===== config.mk =====
export PLATFORM = sky130hd
export DESIGN_NAME = mxi_emif
export DESIGN_NICKNAME = d
export VERILOG_FILES = /design/src/hdl/mxi_pkg.sv /design/src/hdl/mxi_emif.sv /design/src/hdl/mxi_pin_sync.sv
export SDC_FILE = /design/constraint.sdc
export NUM_CORES = 1
export LEC_CHECK = 0
export ABC_AREA = 1
export BUFFER_PORTS_ARGS = -buffer_cell sky130_fd_sc_hd__buf_2
export CORE_MARGIN = 1.5
export CORE_UTILIZATION = 35
export DETAILED_ROUTE_END_ITERATION = 10
export PLACE_DENSITY = 0.67
export SLEW_MARGIN = 20
export SYNTH_ARGS = -nofsm -noshare
export SYNTH_HDL_FRONTEND = slang
export SYNTH_SLANG_ARGS = --single-unit

===== constraint.sdc =====
create_clock -name mclk -period 1.99 [get_ports mclk]
set_input_delay 0.0995 -clock mclk [delete_from_list [all_inputs] [get_ports mclk]]
set_output_delay 0.0995 -clock mclk [all_outputs]
set_load 0.05 [all_outputs]

===== src/hdl/mxi_pkg.sv =====
// package: constants, states and carriers of the multiplexed external memory interface
package mxi_pkg;

  // ----------------------------------------------------------------
  // widths
  // ----------------------------------------------------------------
  localparam int unsigned DATA_W     = 8;
  localparam int unsigned ADDR_W     = 16;
  localparam int unsigned EXTENDED_RAM_AW    = 11;
  localparam int unsigned REG_AW     = 2;
  localparam int unsigned CNT_W      = 3;

  // ----------------------------------------------------------------
  // register offsets on the plain register port
  // ----------------------------------------------------------------
  localparam logic [REG_AW-1:0] OFS_EXT_MEM_CONFIG = 2'h0;
  localparam logic [REG_AW-1:0] OFS_BANK_PAGE      = 2'h1;
  localparam logic [REG_AW-1:0] OFS_HIGH_LATCH     = 2'h2;
  localparam logic [REG_AW-1:0] OFS_STATUS         = 2'h3;

  // ----------------------------------------------------------------
  // ext_mem_config field positions and reset values
  // ----------------------------------------------------------------
  localparam int unsigned CFG_WIDTH_LSB = 0;
  localparam int unsigned CFG_MODE_LSB  = 2;
  localparam int unsigned CFG_TOP_BIT   = 4;
  localparam logic [1:0]  RST_WIDTH     = 2'h3;
  localparam logic [1:0]  RST_MODE      = 2'h0;
  localparam logic        RST_TOP       = 1'b0;
  localparam logic [7:0]  RST_BANK_PAGE = 8'h00;
  localparam logic [7:0]  RST_HIGH_LATCH = 8'hff;

  // ----------------------------------------------------------------
  // mapping modes and address map
  // ----------------------------------------------------------------
  localparam logic [1:0]  MODE_INTERNAL   = 2'h0;
  localparam logic [1:0]  MODE_SPLIT_PORT = 2'h1;
  localparam logic [1:0]  MODE_SPLIT_BANK = 2'h2;
  localparam logic [1:0]  MODE_EXTERNAL   = 2'h3;
  localparam logic [ADDR_W-1:0] ONCHIP_LIMIT = 16'h0800;

  // ----------------------------------------------------------------
  // timing counts in system clock cycles
  // ----------------------------------------------------------------
  localparam logic [1:0]       WIDTH_IGNORED = 2'h0;
  localparam logic [CNT_W-1:0] SYNC_CYC      = 3'h3;

  // one-hot states of the access sequencer
  typedef enum logic [7:0] {
    ST_IDLE   = 8'h01,
    ST_ONCHIP = 8'h02,
    ST_ONWAIT = 8'h04,
    ST_ALE_HI = 8'h08,
    ST_ALE_LO = 8'h10,
    ST_STROBE = 8'h20,
    ST_SETTLE = 8'h40,
    ST_HOLD   = 8'h80
  } mxi_state_t;

  // external move request from the cpu
  typedef struct packed {
    logic              we;
    logic              wide;
    logic [ADDR_W-1:0] addr;
    logic [DATA_W-1:0] wdata;
  } mxi_move_t;

  // request toward the on-chip extended ram
  typedef struct packed {
    logic               req;
    logic               we;
    logic [EXTENDED_RAM_AW-1:0] addr;
    logic [DATA_W-1:0]  wdata;
  } mxi_extended_ram_t;

endpackage : mxi_pkg


===== src/hdl/mxi_emif.sv =====
// module: external move steering and multiplexed off-chip bus sequencer
`timescale 1ns/1ns

// Notes on behaviour
// - mode 00 sends all moves on-chip, aliased
// - split modes: below 2 kB on-chip, else off
// - mode 01 high byte from port latch
// - mode 10 high byte from bank page
// - mode 11 sends every move off-chip
// - width code sets latch strobe high, low
// - width ignored unless top mode bit zero
// - low address and data share eight pins
// - device drives the address latch strobe
// - phase one: strobe high, low address out
// - data phase with rd/wr starts after the strobe low time
module mxi_emif (
  input  wire logic                        mclk,
  input  wire logic                        reset_n,
  // register port
  input  wire logic [mxi_pkg::REG_AW-1:0]  reg_addr,
  input  wire logic [mxi_pkg::DATA_W-1:0]  reg_wdata,
  input  wire logic                        reg_wr,
  input  wire logic                        reg_rd,
  output logic      [mxi_pkg::DATA_W-1:0]  reg_rdata,
  // cpu move port
  input  wire logic                        mv_req,
  input  wire mxi_pkg::mxi_move_t          mv_cmd,
  output logic                             mv_ready,
  output logic                             mv_done,
  output logic      [mxi_pkg::DATA_W-1:0]  mv_rdata,
  output logic                             mv_offchip,
  // on-chip extended ram
  output mxi_pkg::mxi_extended_ram_t               extended_ram,
  input  wire logic [mxi_pkg::DATA_W-1:0]  extended_ram_rdata,
  // off-chip pins
  output logic                             ale,
  output logic      [mxi_pkg::DATA_W-1:0]  ad_out,
  output logic                             ad_oe,
  input  wire logic [mxi_pkg::DATA_W-1:0]  ad_in,
  output logic      [mxi_pkg::DATA_W-1:0]  addr_hi,
  output logic                             wr_n,
  output logic                             rd_n
);
  import mxi_pkg::*;

  // ----------------------------------------------------------------
  // declarations
  // ----------------------------------------------------------------
  logic [1:0]        map_mode_select;
  logic              map_mode_top_bit;
  logic [1:0]        strobe_width_select;
  logic [7:0]        bank_page_register;
  logic [7:0]        high_latch;

  mxi_state_t        state;
  mxi_state_t        next_state;
  logic [CNT_W-1:0]  cnt;
  logic [CNT_W-1:0]  next_cnt;
  logic [CNT_W-1:0]  phase_len;
  logic [CNT_W-1:0]  next_phase_len;

  logic              cur_we;
  logic [ADDR_W-1:0] cur_addr;
  logic [DATA_W-1:0] cur_wdata;
  logic              next_we;
  logic [ADDR_W-1:0] next_addr;
  logic [DATA_W-1:0] next_wdata;

  logic              start;
  logic [7:0]        eff_hi;
  logic [ADDR_W-1:0] eff_addr;
  logic              below_limit;
  logic              go_offchip;
  logic [1:0]        width_code;
  logic [DATA_W-1:0] ad_sync;

  // ----------------------------------------------------------------
  // register write side
  // ----------------------------------------------------------------
  // width is sampled per access, so a write mid-access only affects the next one
  always_ff @(posedge mclk or negedge reset_n) begin
    if (!reset_n) begin
      map_mode_select     <= RST_MODE;
      map_mode_top_bit    <= RST_TOP;
      strobe_width_select <= RST_WIDTH;
    end else if (reg_wr && reg_addr == OFS_EXT_MEM_CONFIG) begin
      map_mode_select     <= reg_wdata[CFG_MODE_LSB +: 2];
      map_mode_top_bit    <= reg_wdata[CFG_TOP_BIT];
      strobe_width_select <= reg_wdata[CFG_WIDTH_LSB +: 2];
    end
  end

  // bank page register
  always_ff @(posedge mclk or negedge reset_n) begin
    if (!reset_n) begin
      bank_page_register <= RST_BANK_PAGE;
    end else if (reg_wr && reg_addr == OFS_BANK_PAGE) begin
      bank_page_register <= reg_wdata;
    end
  end

  // high-address port output latches
  always_ff @(posedge mclk or negedge reset_n) begin
    if (!reset_n) begin
      high_latch <= RST_HIGH_LATCH;
    end else if (reg_wr && reg_addr == OFS_HIGH_LATCH) begin
      high_latch <= reg_wdata;
    end
  end

  // ----------------------------------------------------------------
  // register read side
  // ----------------------------------------------------------------
  // data stand one cycle after the strobe and only then; top bit reads zero
  always_ff @(posedge mclk or negedge reset_n) begin
    if (!reset_n) begin
      reg_rdata <= 8'h00;
    end else if (reg_rd) begin
      case (reg_addr)
        OFS_EXT_MEM_CONFIG: reg_rdata <= {4'h0, map_mode_select, strobe_width_select};
        OFS_BANK_PAGE:      reg_rdata <= bank_page_register;
        OFS_HIGH_LATCH:     reg_rdata <= high_latch;
        OFS_STATUS:         reg_rdata <= {6'h00, mv_offchip, (state != ST_IDLE)};
        default:            reg_rdata <= 8'h00;
      endcase
    end else begin
      reg_rdata <= 8'h00;
    end
  end

  // ----------------------------------------------------------------
  // address resolution and steering
  // ----------------------------------------------------------------
  // 8-bit moves borrow their upper byte; the source depends on the mode
  always_comb begin
    if (mv_cmd.wide) begin
      eff_hi = mv_cmd.addr[15:8];
    end else if (map_mode_select == MODE_SPLIT_PORT) begin
      eff_hi = high_latch;
    end else begin
      eff_hi = bank_page_register;
    end
  end

  assign eff_addr    = {eff_hi, mv_cmd.addr[7:0]};
  assign below_limit = (eff_addr < ONCHIP_LIMIT);

  // choose the target of the move
  always_comb begin
    case (map_mode_select)
      MODE_INTERNAL:   go_offchip = 1'b0;
      MODE_SPLIT_PORT: go_offchip = !below_limit;
      MODE_SPLIT_BANK: go_offchip = !below_limit;
      MODE_EXTERNAL:   go_offchip = 1'b1;
      default:         go_offchip = 1'b0;
    endcase
  end

  // a top bit of one falls back to the shortest strobe
  assign width_code = map_mode_top_bit ? WIDTH_IGNORED : strobe_width_select;

  assign mv_ready = (state == ST_IDLE);
  assign start    = mv_req && mv_ready;

  // ----------------------------------------------------------------
  // sequencer next state
  // ----------------------------------------------------------------
  // codes 00..11 give 1..4 cycles for both strobe levels
  always_comb begin
    next_state     = state;
    next_cnt       = cnt;
    next_phase_len = phase_len;
    next_we        = cur_we;
    next_addr      = cur_addr;
    next_wdata     = cur_wdata;
    case (state)
      ST_IDLE: begin
        if (start) begin
          next_we        = mv_cmd.we;
          next_addr      = eff_addr;
          next_wdata     = mv_cmd.wdata;
          next_phase_len = {1'b0, width_code};
          next_cnt       = {1'b0, width_code};
          next_state     = go_offchip ? ST_ALE_HI : ST_ONCHIP;
        end
      end
      ST_ONCHIP: begin
        next_state = ST_ONWAIT;
      end
      ST_ONWAIT: begin
        next_state = ST_IDLE;
      end
      ST_ALE_HI: begin
        if (cnt == '0) begin
          next_cnt   = phase_len;
          next_state = ST_ALE_LO;
        end else begin
          next_cnt = cnt - 3'h1;
        end
      end
      ST_ALE_LO: begin
        if (cnt == '0) begin
          next_cnt   = phase_len;
          next_state = ST_STROBE;
        end else begin
          next_cnt = cnt - 3'h1;
        end
      end
      ST_STROBE: begin
        if (cnt == '0) begin
          next_cnt   = SYNC_CYC - 3'h1;
          next_state = cur_we ? ST_HOLD : ST_SETTLE;
        end else begin
          next_cnt = cnt - 3'h1;
        end
      end
      ST_SETTLE: begin
        // read strobe stays low while the pins pass the synchroniser
        if (cnt == '0) begin
          next_state = ST_HOLD;
        end else begin
          next_cnt = cnt - 3'h1;
        end
      end
      ST_HOLD: begin
        next_state = ST_IDLE;
      end
      default: begin
        next_state = ST_IDLE;
      end
    endcase
  end

  // ----------------------------------------------------------------
  // sequencer registers
  // ----------------------------------------------------------------
  always_ff @(posedge mclk or negedge reset_n) begin
    if (!reset_n) begin
      state     <= ST_IDLE;
      cnt       <= '0;
      phase_len <= '0;
    end else begin
      state     <= next_state;
      cnt       <= next_cnt;
      phase_len <= next_phase_len;
    end
  end

  // access held for its whole length
  always_ff @(posedge mclk or negedge reset_n) begin
    if (!reset_n) begin
      cur_we    <= 1'b0;
      cur_addr  <= '0;
      cur_wdata <= '0;
    end else begin
      cur_we    <= next_we;
      cur_addr  <= next_addr;
      cur_wdata <= next_wdata;
    end
  end

  // ----------------------------------------------------------------
  // on-chip extended ram port
  // ----------------------------------------------------------------
  // mode 00 aliases the full address onto the on-chip space by truncation
  always_ff @(posedge mclk or negedge reset_n) begin
    if (!reset_n) begin
      extended_ram <= '0;
    end else begin
      extended_ram.req   <= (next_state == ST_ONCHIP);
      extended_ram.we    <= next_we;
      extended_ram.addr  <= next_addr[EXTENDED_RAM_AW-1:0];
      extended_ram.wdata <= next_wdata;
    end
  end

  // ----------------------------------------------------------------
  // off-chip pins
  // ----------------------------------------------------------------
  // pins register the next state so each edge lines up with the state change
  always_ff @(posedge mclk or negedge reset_n) begin
    if (!reset_n) begin
      ale <= 1'b0;
    end else begin
      ale <= (next_state == ST_ALE_HI);
    end
  end

  // shared pins: low address in phase one, write data in phase two
  always_ff @(posedge mclk or negedge reset_n) begin
    if (!reset_n) begin
      ad_out <= '0;
      ad_oe  <= 1'b0;
    end else begin
      if (next_state == ST_ALE_HI || next_state == ST_ALE_LO) begin
        ad_out <= next_addr[7:0];
        ad_oe  <= 1'b1;
      end else if (next_we && (next_state == ST_STROBE || next_state == ST_HOLD)) begin
        ad_out <= next_wdata;
        ad_oe  <= 1'b1;
      end else begin
        ad_oe  <= 1'b0;
      end
    end
  end

  // read and write strobes, only after the latch strobe has fallen
  always_ff @(posedge mclk or negedge reset_n) begin
    if (!reset_n) begin
      wr_n <= 1'b1;
      rd_n <= 1'b1;
    end else begin
      wr_n <= !(next_we && next_state == ST_STROBE);
      rd_n <= !(!next_we && (next_state == ST_STROBE || next_state == ST_SETTLE));
    end
  end

  // upper address held on its own pins; between accesses it keeps the last value
  always_ff @(posedge mclk or negedge reset_n) begin
    if (!reset_n) begin
      addr_hi <= '0;
    end else if (start && go_offchip) begin
      addr_hi <= eff_addr[15:8];
    end
  end

  // ----------------------------------------------------------------
  // read data return
  // ----------------------------------------------------------------
  mxi_pin_sync u_ad_sync (
    .mclk     (mclk),
    .reset_n  (reset_n),
    .pin_in   (ad_in),
    .pin_sync (ad_sync)
  );

  // data taken as the read closes: pins need four edges to reach ad_sync
  always_ff @(posedge mclk or negedge reset_n) begin
    if (!reset_n) begin
      mv_rdata <= '0;
    end else if (state == ST_HOLD && !cur_we) begin
      mv_rdata <= ad_sync;
    end else if (state == ST_ONWAIT && !cur_we) begin
      mv_rdata <= extended_ram_rdata;
    end
  end

  // completion pulse and target of the finished move
  always_ff @(posedge mclk or negedge reset_n) begin
    if (!reset_n) begin
      mv_done    <= 1'b0;
      mv_offchip <= 1'b0;
    end else begin
      mv_done <= (state == ST_HOLD) || (state == ST_ONWAIT);
      if (start) begin
        mv_offchip <= go_offchip;
      end
    end
  end

endmodule : mxi_emif


===== src/hdl/mxi_pin_sync.sv =====
// module: three-stage synchroniser with agreement filter for the shared data pins
`timescale 1ns/1ns
module mxi_pin_sync (
  input  wire logic                      mclk,
  input  wire logic                      reset_n,
  input  wire logic [mxi_pkg::DATA_W-1:0] pin_in,
  output logic      [mxi_pkg::DATA_W-1:0] pin_sync
);
  import mxi_pkg::*;

  // ----------------------------------------------------------------
  // per-bit chain
  // ----------------------------------------------------------------
  genvar b;
  generate
    for (b = 0; b < DATA_W; b = b + 1) begin : g_bit
      logic s1;
      logic s2;
      logic s3;
      // first stage is read only by the second
      always_ff @(posedge mclk or negedge reset_n) begin
        if (!reset_n) begin
          s1 <= 1'b0;
          s2 <= 1'b0;
          s3 <= 1'b0;
          pin_sync[b] <= 1'b0;
        end else begin
          s1 <= pin_in[b];
          s2 <= s1;
          s3 <= s2;
          if (s2 == s3) begin
            pin_sync[b] <= s3; // change counts once two stages agree
          end
        end
      end
    end
  endgenerate

endmodule : mxi_pin_sync


### Yosys cells after proc, flatten, opt, wreduce, memory -nomap -nowiden

Index checks and enable logic that the tools add are counted.
Widths: inputs -> output; s select.

| storage, ports and cells | value |
|---|---|
| word-level logic and storage cells | 148 |
| flip-flop bits (word level) | 125 |
| output and inout port bits | 60 |

| cells by class | value |
|---|---|
| reductions and logical operators | 29 |
| eq/ne operators | 31 |
| muxes and demuxes | 31 |
| magnitude comparators | 1 |
| $add $sub $neg | 1 |

Operators by type and width:

| cell | count |
|---|---|
| $mux 8 | 15 |
| $pmux 8 s6 | 1 |
| $pmux 8 s4 | 1 |
| $mux 11 | 2 |
| $eq 8x2->1 const B | 2 |
| $eq 8x4->1 const B | 2 |
| $eq 8x5->1 const B | 2 |
| $eq 8x6->1 const B | 2 |
| $eq 8x7->1 const B | 2 |
| $eq 8x8->1 const B | 2 |
| $lt 16x12->1 const B | 1 |
| $mux 3 | 4 |
| $pmux 3 s4 | 1 |
| $logic_and 1x1->1 | 10 |
| $eq 1x1->1 | 8 |
| $eq 2x2->1 const B | 4 |
| $eq 8x1->1 const B | 1 |
| $eq 8x3->1 const B | 1 |
| $ne 8x1->1 const B | 1 |
| $logic_not 1->1 | 5 |
| $eq 2x1->1 const B | 2 |
| $logic_not 2->1 | 2 |
| $logic_or 1x1->1 | 4 |
| $mux 1 | 4 |
| other kinds (12) | 14 |

### Logic depth before layout (Yosys ltp)

| depth | value |
|---|---|
| depth after elaboration | 14 |
| mapped depth | 16 |
| depth with buffers taken out | 15 |

### Modules after synthesis

A second synthesis with hierarchy kept.

| unflattened totals | value |
|---|---|
| cell total of the unflattened synthesis | 592 |
| area total of the unflattened synthesis | 5444.0 um^2 |

By module, submodules not included:

| module | area each (um^2) | times used | cells an instance | seq. area each (um^2) |
|---|---|---|---|---|
| mxi_emif | 4513.1 | 1 | 528 | 2343.5 |
| mxi_pin_sync | 930.9 | 1 | 64 | 800.8 |

### Least setup slack after synthesis

No wires, ideal clock.

| timing | value |
|---|---|
| path type | register to register |
| start point | reg state[2] |
| end point | reg ad_out[2] in the netlist's numbering |
| path slack | 58 ps |
| period minus slack after synthesis | 1932 ps |
| cell stages (with the launch flop) | 12 |
| arrival | 1819 ps |
| cell sequence | dfrtp_1 > nor2_1 > nand3_1 > nor2_4 > nand2_4 > buf_2 > o21ai_0 > nand3_1 > nand4_1 > nand2_1 > nand2_1 > inv_1 |

| between the ends | value |
|---|---|
| cells in the longest elaborated chain, start to end | 8 |

RTL lines:

| item | RTL line | source |
|---|---|---|
| start, declared | mxi_emif.sv:55 | `mxi_state_t state;` |
| start signal, assigned | mxi_emif.sv:243 | `state <= next_state;` |
| $eq 8x1->1 (*) | mxi_emif.sv:162 | `assign mv_ready = (state == ST_IDLE);` |
| named net mv_ready | mxi_emif.sv:28 | `output logic mv_ready,` |
| $logic_and 1x1->1 | mxi_emif.sv:163 | `assign start = mv_req && mv_ready;` |
| $mux 8 | mxi_emif.sv:178 | `if (start) begin` |
| $pmux 8 s6 | mxi_emif.sv:176 | `case (state)` |
| $eq 8x6->1 or $eq 8x8->1 (tied branches) | mxi_emif.sv:298 | `end else if (next_we && (next_state == ST_STROBE \|\| next_state == ST_HOLD)) begin` |
| $logic_or 1x1->1 | mxi_emif.sv:298 |  |
| $logic_and 1x1->1 | mxi_emif.sv:298 |  |
| $reduce_bool 2->1 (no source line) | - |  |
| end signal, assigned | mxi_emif.sv:296 | `ad_out <= next_addr[7:0];` |
| end signal, assigned | mxi_emif.sv:299 | `ad_out <= next_wdata;` |
| end, declared | mxi_emif.sv:37 | `output logic [mxi_pkg::DATA_W-1:0] ad_out,` |

The timed path passes the listed nets; every way through them passes the cells marked *. The select of a mux whose other input is x is not followed.
A chain may end at the register's enable or synchronous reset.

### Final worst setup path

| timing | value |
|---|---|
| start point | reg map_mode_select[0] |
| end point | reg ad_out[1] in the netlist's numbering |

| between the ends | value |
|---|---|
| cells in the longest elaborated chain, start to end | 13 |

RTL lines:

| item | RTL line | source |
|---|---|---|
| start, declared | mxi_emif.sv:49 | `logic [1:0] map_mode_select;` |
| start signal, assigned | mxi_emif.sv:87 | `map_mode_select <= reg_wdata[CFG_MODE_LSB +: 2];` |
| $eq 2x1->1 | mxi_emif.sv:138, mxi_emif.sv:150 |  |
| $mux 8 | mxi_emif.sv:138 | `end else if (map_mode_select == MODE_SPLIT_PORT) begin` |
| $mux 8 | mxi_emif.sv:136 | `if (mv_cmd.wide) begin` |
| $lt 16x12->1 | mxi_emif.sv:146 | `assign below_limit = (eff_addr < ONCHIP_LIMIT);` |
| $logic_not 1->1 | mxi_emif.sv:152, mxi_emif.sv:153 |  |
| $pmux 1 s3 (*) | mxi_emif.sv:150 | `case (map_mode_select)` |
| $mux 4 (*) | mxi_emif.sv:184 | `next_state = go_offchip ? ST_ALE_HI : ST_ONCHIP;` |
| $mux 8 (*) | mxi_emif.sv:178 |  |
| $pmux 8 s6 (*) | mxi_emif.sv:176 |  |
| $eq 8x6->1 or $eq 8x8->1 (tied branches) | mxi_emif.sv:298 |  |
| $logic_or 1x1->1 | mxi_emif.sv:298 |  |
| $logic_and 1x1->1 | mxi_emif.sv:298 |  |
| $reduce_bool 2->1 (no source line) | - |  |

Mark *: on every way between the ends. The rest lies on a longest branch, timed or not.

==> results_dict.tcl <==
set metrics [dict create \
    r2r_end "ad_out[1]" \
    synth.most_common_cell "nand2_1" \
    grt_pass1_vias 4421 \
    hold_viol_final 0 \
    place_hpwl_microns 8950 \
    rr_worst_depth 14 \
    fin_ws_ps 62.0 \
    cp.depth 14 \
    avgSynthCellArea_sq_um 8.98 \
    grt_max_degree 57 \
    multi_input_area_sq_um 1980 \
    ys_top_cells_by_area "dfrtp_1 51%, nand2_1 12%, dfstp_2 6.2%, inv_1 6.0%, o21ai_0 5.1%" \
    root_buffer "clkbuf_16" \
    crit_type "register to register" \
    cp.arrival_ps 2230 \
    place_ws_ps -70.5 \
    worstPathCellList "ha_4 -> buf_6 -> nand2_2 -> nand3_2 -> nand2_2 -> nand3_2 -> o21bai_4 -> nand2_4 -> nand2_8 -> nand3_4 -> nand2_1 -> nand2_1 -> nand2_1 -> inv_1" \
    wirelength_microns 13200 \
    synth_common_cells "176 x nand2_1, 112 x dfrtp_1, 87 x inv_1" \
    gp_congestion 0.830 \
    fillCellCount 1448 \
    die_area_sq_um 16400 \
    numPortBuffers 116 \
    drt-initial-drc-count 254 \
    cts_buffers 17 \
    die_y_microns 128 \
    relSlewSlack_pct 67.6 \
    clock-sinks 125 \
    layout-drive-gt1-share_pct 30.7 \
    cts_tree "yes" \
    coreArea_sq_um 15300 \
    clock_skew_ps 5.46 \
    drt_pass1_iterations 5 \
    fin_nets 855 \
    areaGrowthSynthToFinish_pct 38.9 \
    path_common_cell "nand2_1" \
    synthesis.nets 671 \
    seqCellArea_sq_um 3140 \
    wire_per_inst_microns 13.0 \
    grt_overflow 0 \
    drcViolationCount 0 \
    r2r_start "map_mode_select[0]" \
    crit_buf_inv 2 \
    synth_top_area_share_pct 51.2 \
    clockBufferDepth 2 \
    start_util_pct 35.9 \
    p_leak_nw 3.94 \
    total_power_w 0.0115 \
    io_pins 117 \
    reg2reg_slack_ps 60 \
    setup_viol 0 \
    fmax_mhz 519 \
    cpPeakStageDelay_ps 410 \
    rows 45 \
    grt_usage_pct 17.1 \
    worstMarginPinSlew_ps 486 \
    hp-class "input port to register" \
    syn-cell-area_sq_um 5470 \
    vias 4544 \
    synth_edf_count 0 \
    ir_drop_mv 0.866 \
    die_w_microns 128 \
    synth-seq-cells 125 \
    finalCritPeriodShare_pct 96.9 \
    powerDensity_nw_per_um2 1510 \
    hold-path-endpoint "mv_rdata[6]" \
    fin_area_sq_um 7600 \
    yosysTopAreaCell "dfrtp_1" \
    placed_area_sq_um 6410 \
    cp.required_ps 2290 \
    ys_warn_count 0 \
    path_delay_family "simple AND/OR/NAND/NOR gates" \
    antenna_left 0 \
    viasPerCell 4.47 \
    cp-end-kind "register" \
    max-cap-violations 0 \
    yosysSeqAreaShare_pct 57.5 \
    finalCriticalPeriod_ps 1930 \
    utilization_pct 49.8 \
    clk_pin_slew_ps 60 \
    grt_pass1_wl_microns 21600 \
    outcome "finished, final reports clean" \
    min_from "extended_ram_rdata[6]" \
    rsz0062_at_grt "yes" \
    antenna_cells 0 \
    min_delay_path_depth 5 \
    cp_slowest_cell "dfrtp_1" \
    async_flop_share_pct 100 \
    slew_violations 0 \
    clk_latency_ps 410 \
    netlist_instances 609 \
    synth_flop_cell "dfrtp_1" \
    crit_path_max_fanout 9 \
    antenna_found_initial 0 \
    htreeDepth 4 \
    worstSetupStartpointType "register" \
    synth_cell_types 38 \
]
-- final cells by class --
type,count,share of cell area [%]
clock buffers,21,6.32
clock inverters,10,2.12
inverters,93,4.64
multi-input cells,373,26.1
flip-flops and latches,125,41.4
well taps,211,3.47
repair buffers,183,16.0
-- per-stage QoR --
step | hold slack, ps | setup TNS, ps | instances
after global routing | 61.8 | -302 | 1016
final | 39.4 | 0 | 1016
after detailed placement | 26.0 | -518 | 942
after CTS | 20.4 | 0 | 1010
after floorplan | -196 | 0 | 609
after global placement | 22.4 | 0 | 942
-- worst register-to-register path: cells and delay by family, from the launching register on --
| kind | cells | cell delay (ps) |
|---|---|---|
| flops | 1 | 410 |
| compound gates | 1 | 170 |
| fa+ha+maj | 1 | 190 |
| buf+inv | 2 | 170 |
| simple gates | 10 | 890 |
-- cells by family after synthesis --
kind of cell	count (synthesis)	share of synthesized area (%)
buffers and inverters	111	8.46
and+or+nand+nor	272	22.4
muxes	2	0.412
adders and majority gates	13	2.61
DFF	125	57.5
AOI/OAI and AO/OA	86	8.67
-- layer usage --
metal  track usage [%]  up-vias  wire length, microns  part of all wire [%]
li1                  -     2312                     -                     -
met1              23.1     2117                  6180                    47
met2              26.7      102                  6300                    48
met3              4.67       13                   548                   4.2
met4              5.55        0                   175                   1.3
met5                 0        -                     0                     0
-- flip-flops by register name, indices dropped and copies added (netlist names), 2 cells and up --
| signal | flops |
|---|---|
| extended_ram | 21 |
| ad_out | 8 |
| addr_hi | 8 |
| bank_page_register | 8 |
| high_latch | 8 |
| mv_rdata | 8 |
| reg_rdata | 8 |
| state | 8 |
| u_ad_sync.g_bit.s1 | 8 |
| u_ad_sync.g_bit.s2 | 8 |
| u_ad_sync.g_bit.s3 | 8 |
| u_ad_sync.pin_sync | 8 |
| cnt | 3 |
| map_mode_select | 2 |
| phase_len | 2 |
| strobe_width_select | 2 |
-- power by group --
group,switching (W),leakage (nW),total [W],internal [W]
Sequential,0.000387,1.50,0.00361,0.00322
Combinational,0.00331,2.13,0.00457,0.00126
Clock,0.00109,0.307,0.00331,0.00222
Total,0.00479,3.94,0.0115,0.00670
-- worst max path at each step --
stage                             startpoint   endpoint
after floorplan                     state[2]  ad_out[2]
after global placement    map_mode_select[1]  ad_out[0]
after detailed placement  map_mode_select[1]  ad_out[0]
after CTS                 map_mode_select[1]  ad_out[1]
after global routing      map_mode_select[1]  ad_out[1]
final                     map_mode_select[0]  ad_out[1]
-- layout by cell type (no fill, tap or decap), types with 2 or more instances in the layout --
| master | instances |
|---|---|
| nor2_4 | 5 |
| nand4_1 | 17 |
| ha_1 | 4 |
| maj3_1 | 8 |
| a41oi_1 | 2 |
| nand2_8 | 2 |
| o21ai_0 | 55 |
| buf_2 | 115 |
| or2_2 | 4 |
| buf_6 | 4 |
| a21oi_1 | 13 |
| nand2_1 | 166 |
| clkinvlp_4 | 3 |
| nand3_2 | 3 |
| nand2_2 | 9 |
| o21bai_1 | 2 |
| mux2_2 | 2 |
| buf_12 | 2 |
| nand2_4 | 5 |
| o21ai_2 | 5 |
| inv_1 | 83 |
| clkbuf_8 | 4 |
| nor2_1 | 18 |
| nand3_1 | 34 |
| inv_2 | 8 |
| bufinv_16 | 4 |
| nor3_2 | 3 |
| nor2_2 | 2 |
| dlygate4sd3_1 | 34 |
| o21ai_1 | 5 |
| dfstp_2 | 13 |
| dfrtp_1 | 112 |
| clkinv_2 | 3 |
| buf_4 | 27 |
| clkbuf_16 | 17 |
-- repair_timing --
action | in CTS | in global routing
hold endpoints to repair | 138 | 0
gates cloned | 0 | 1
endpoints found under the setup margin | 11 | 18
pin swaps | 2 | 15
buffers inserted | 3 | 5
resized for setup | 5 | 36
hold buffers | 34 | 0
Power figures use the tool's default switching activity.
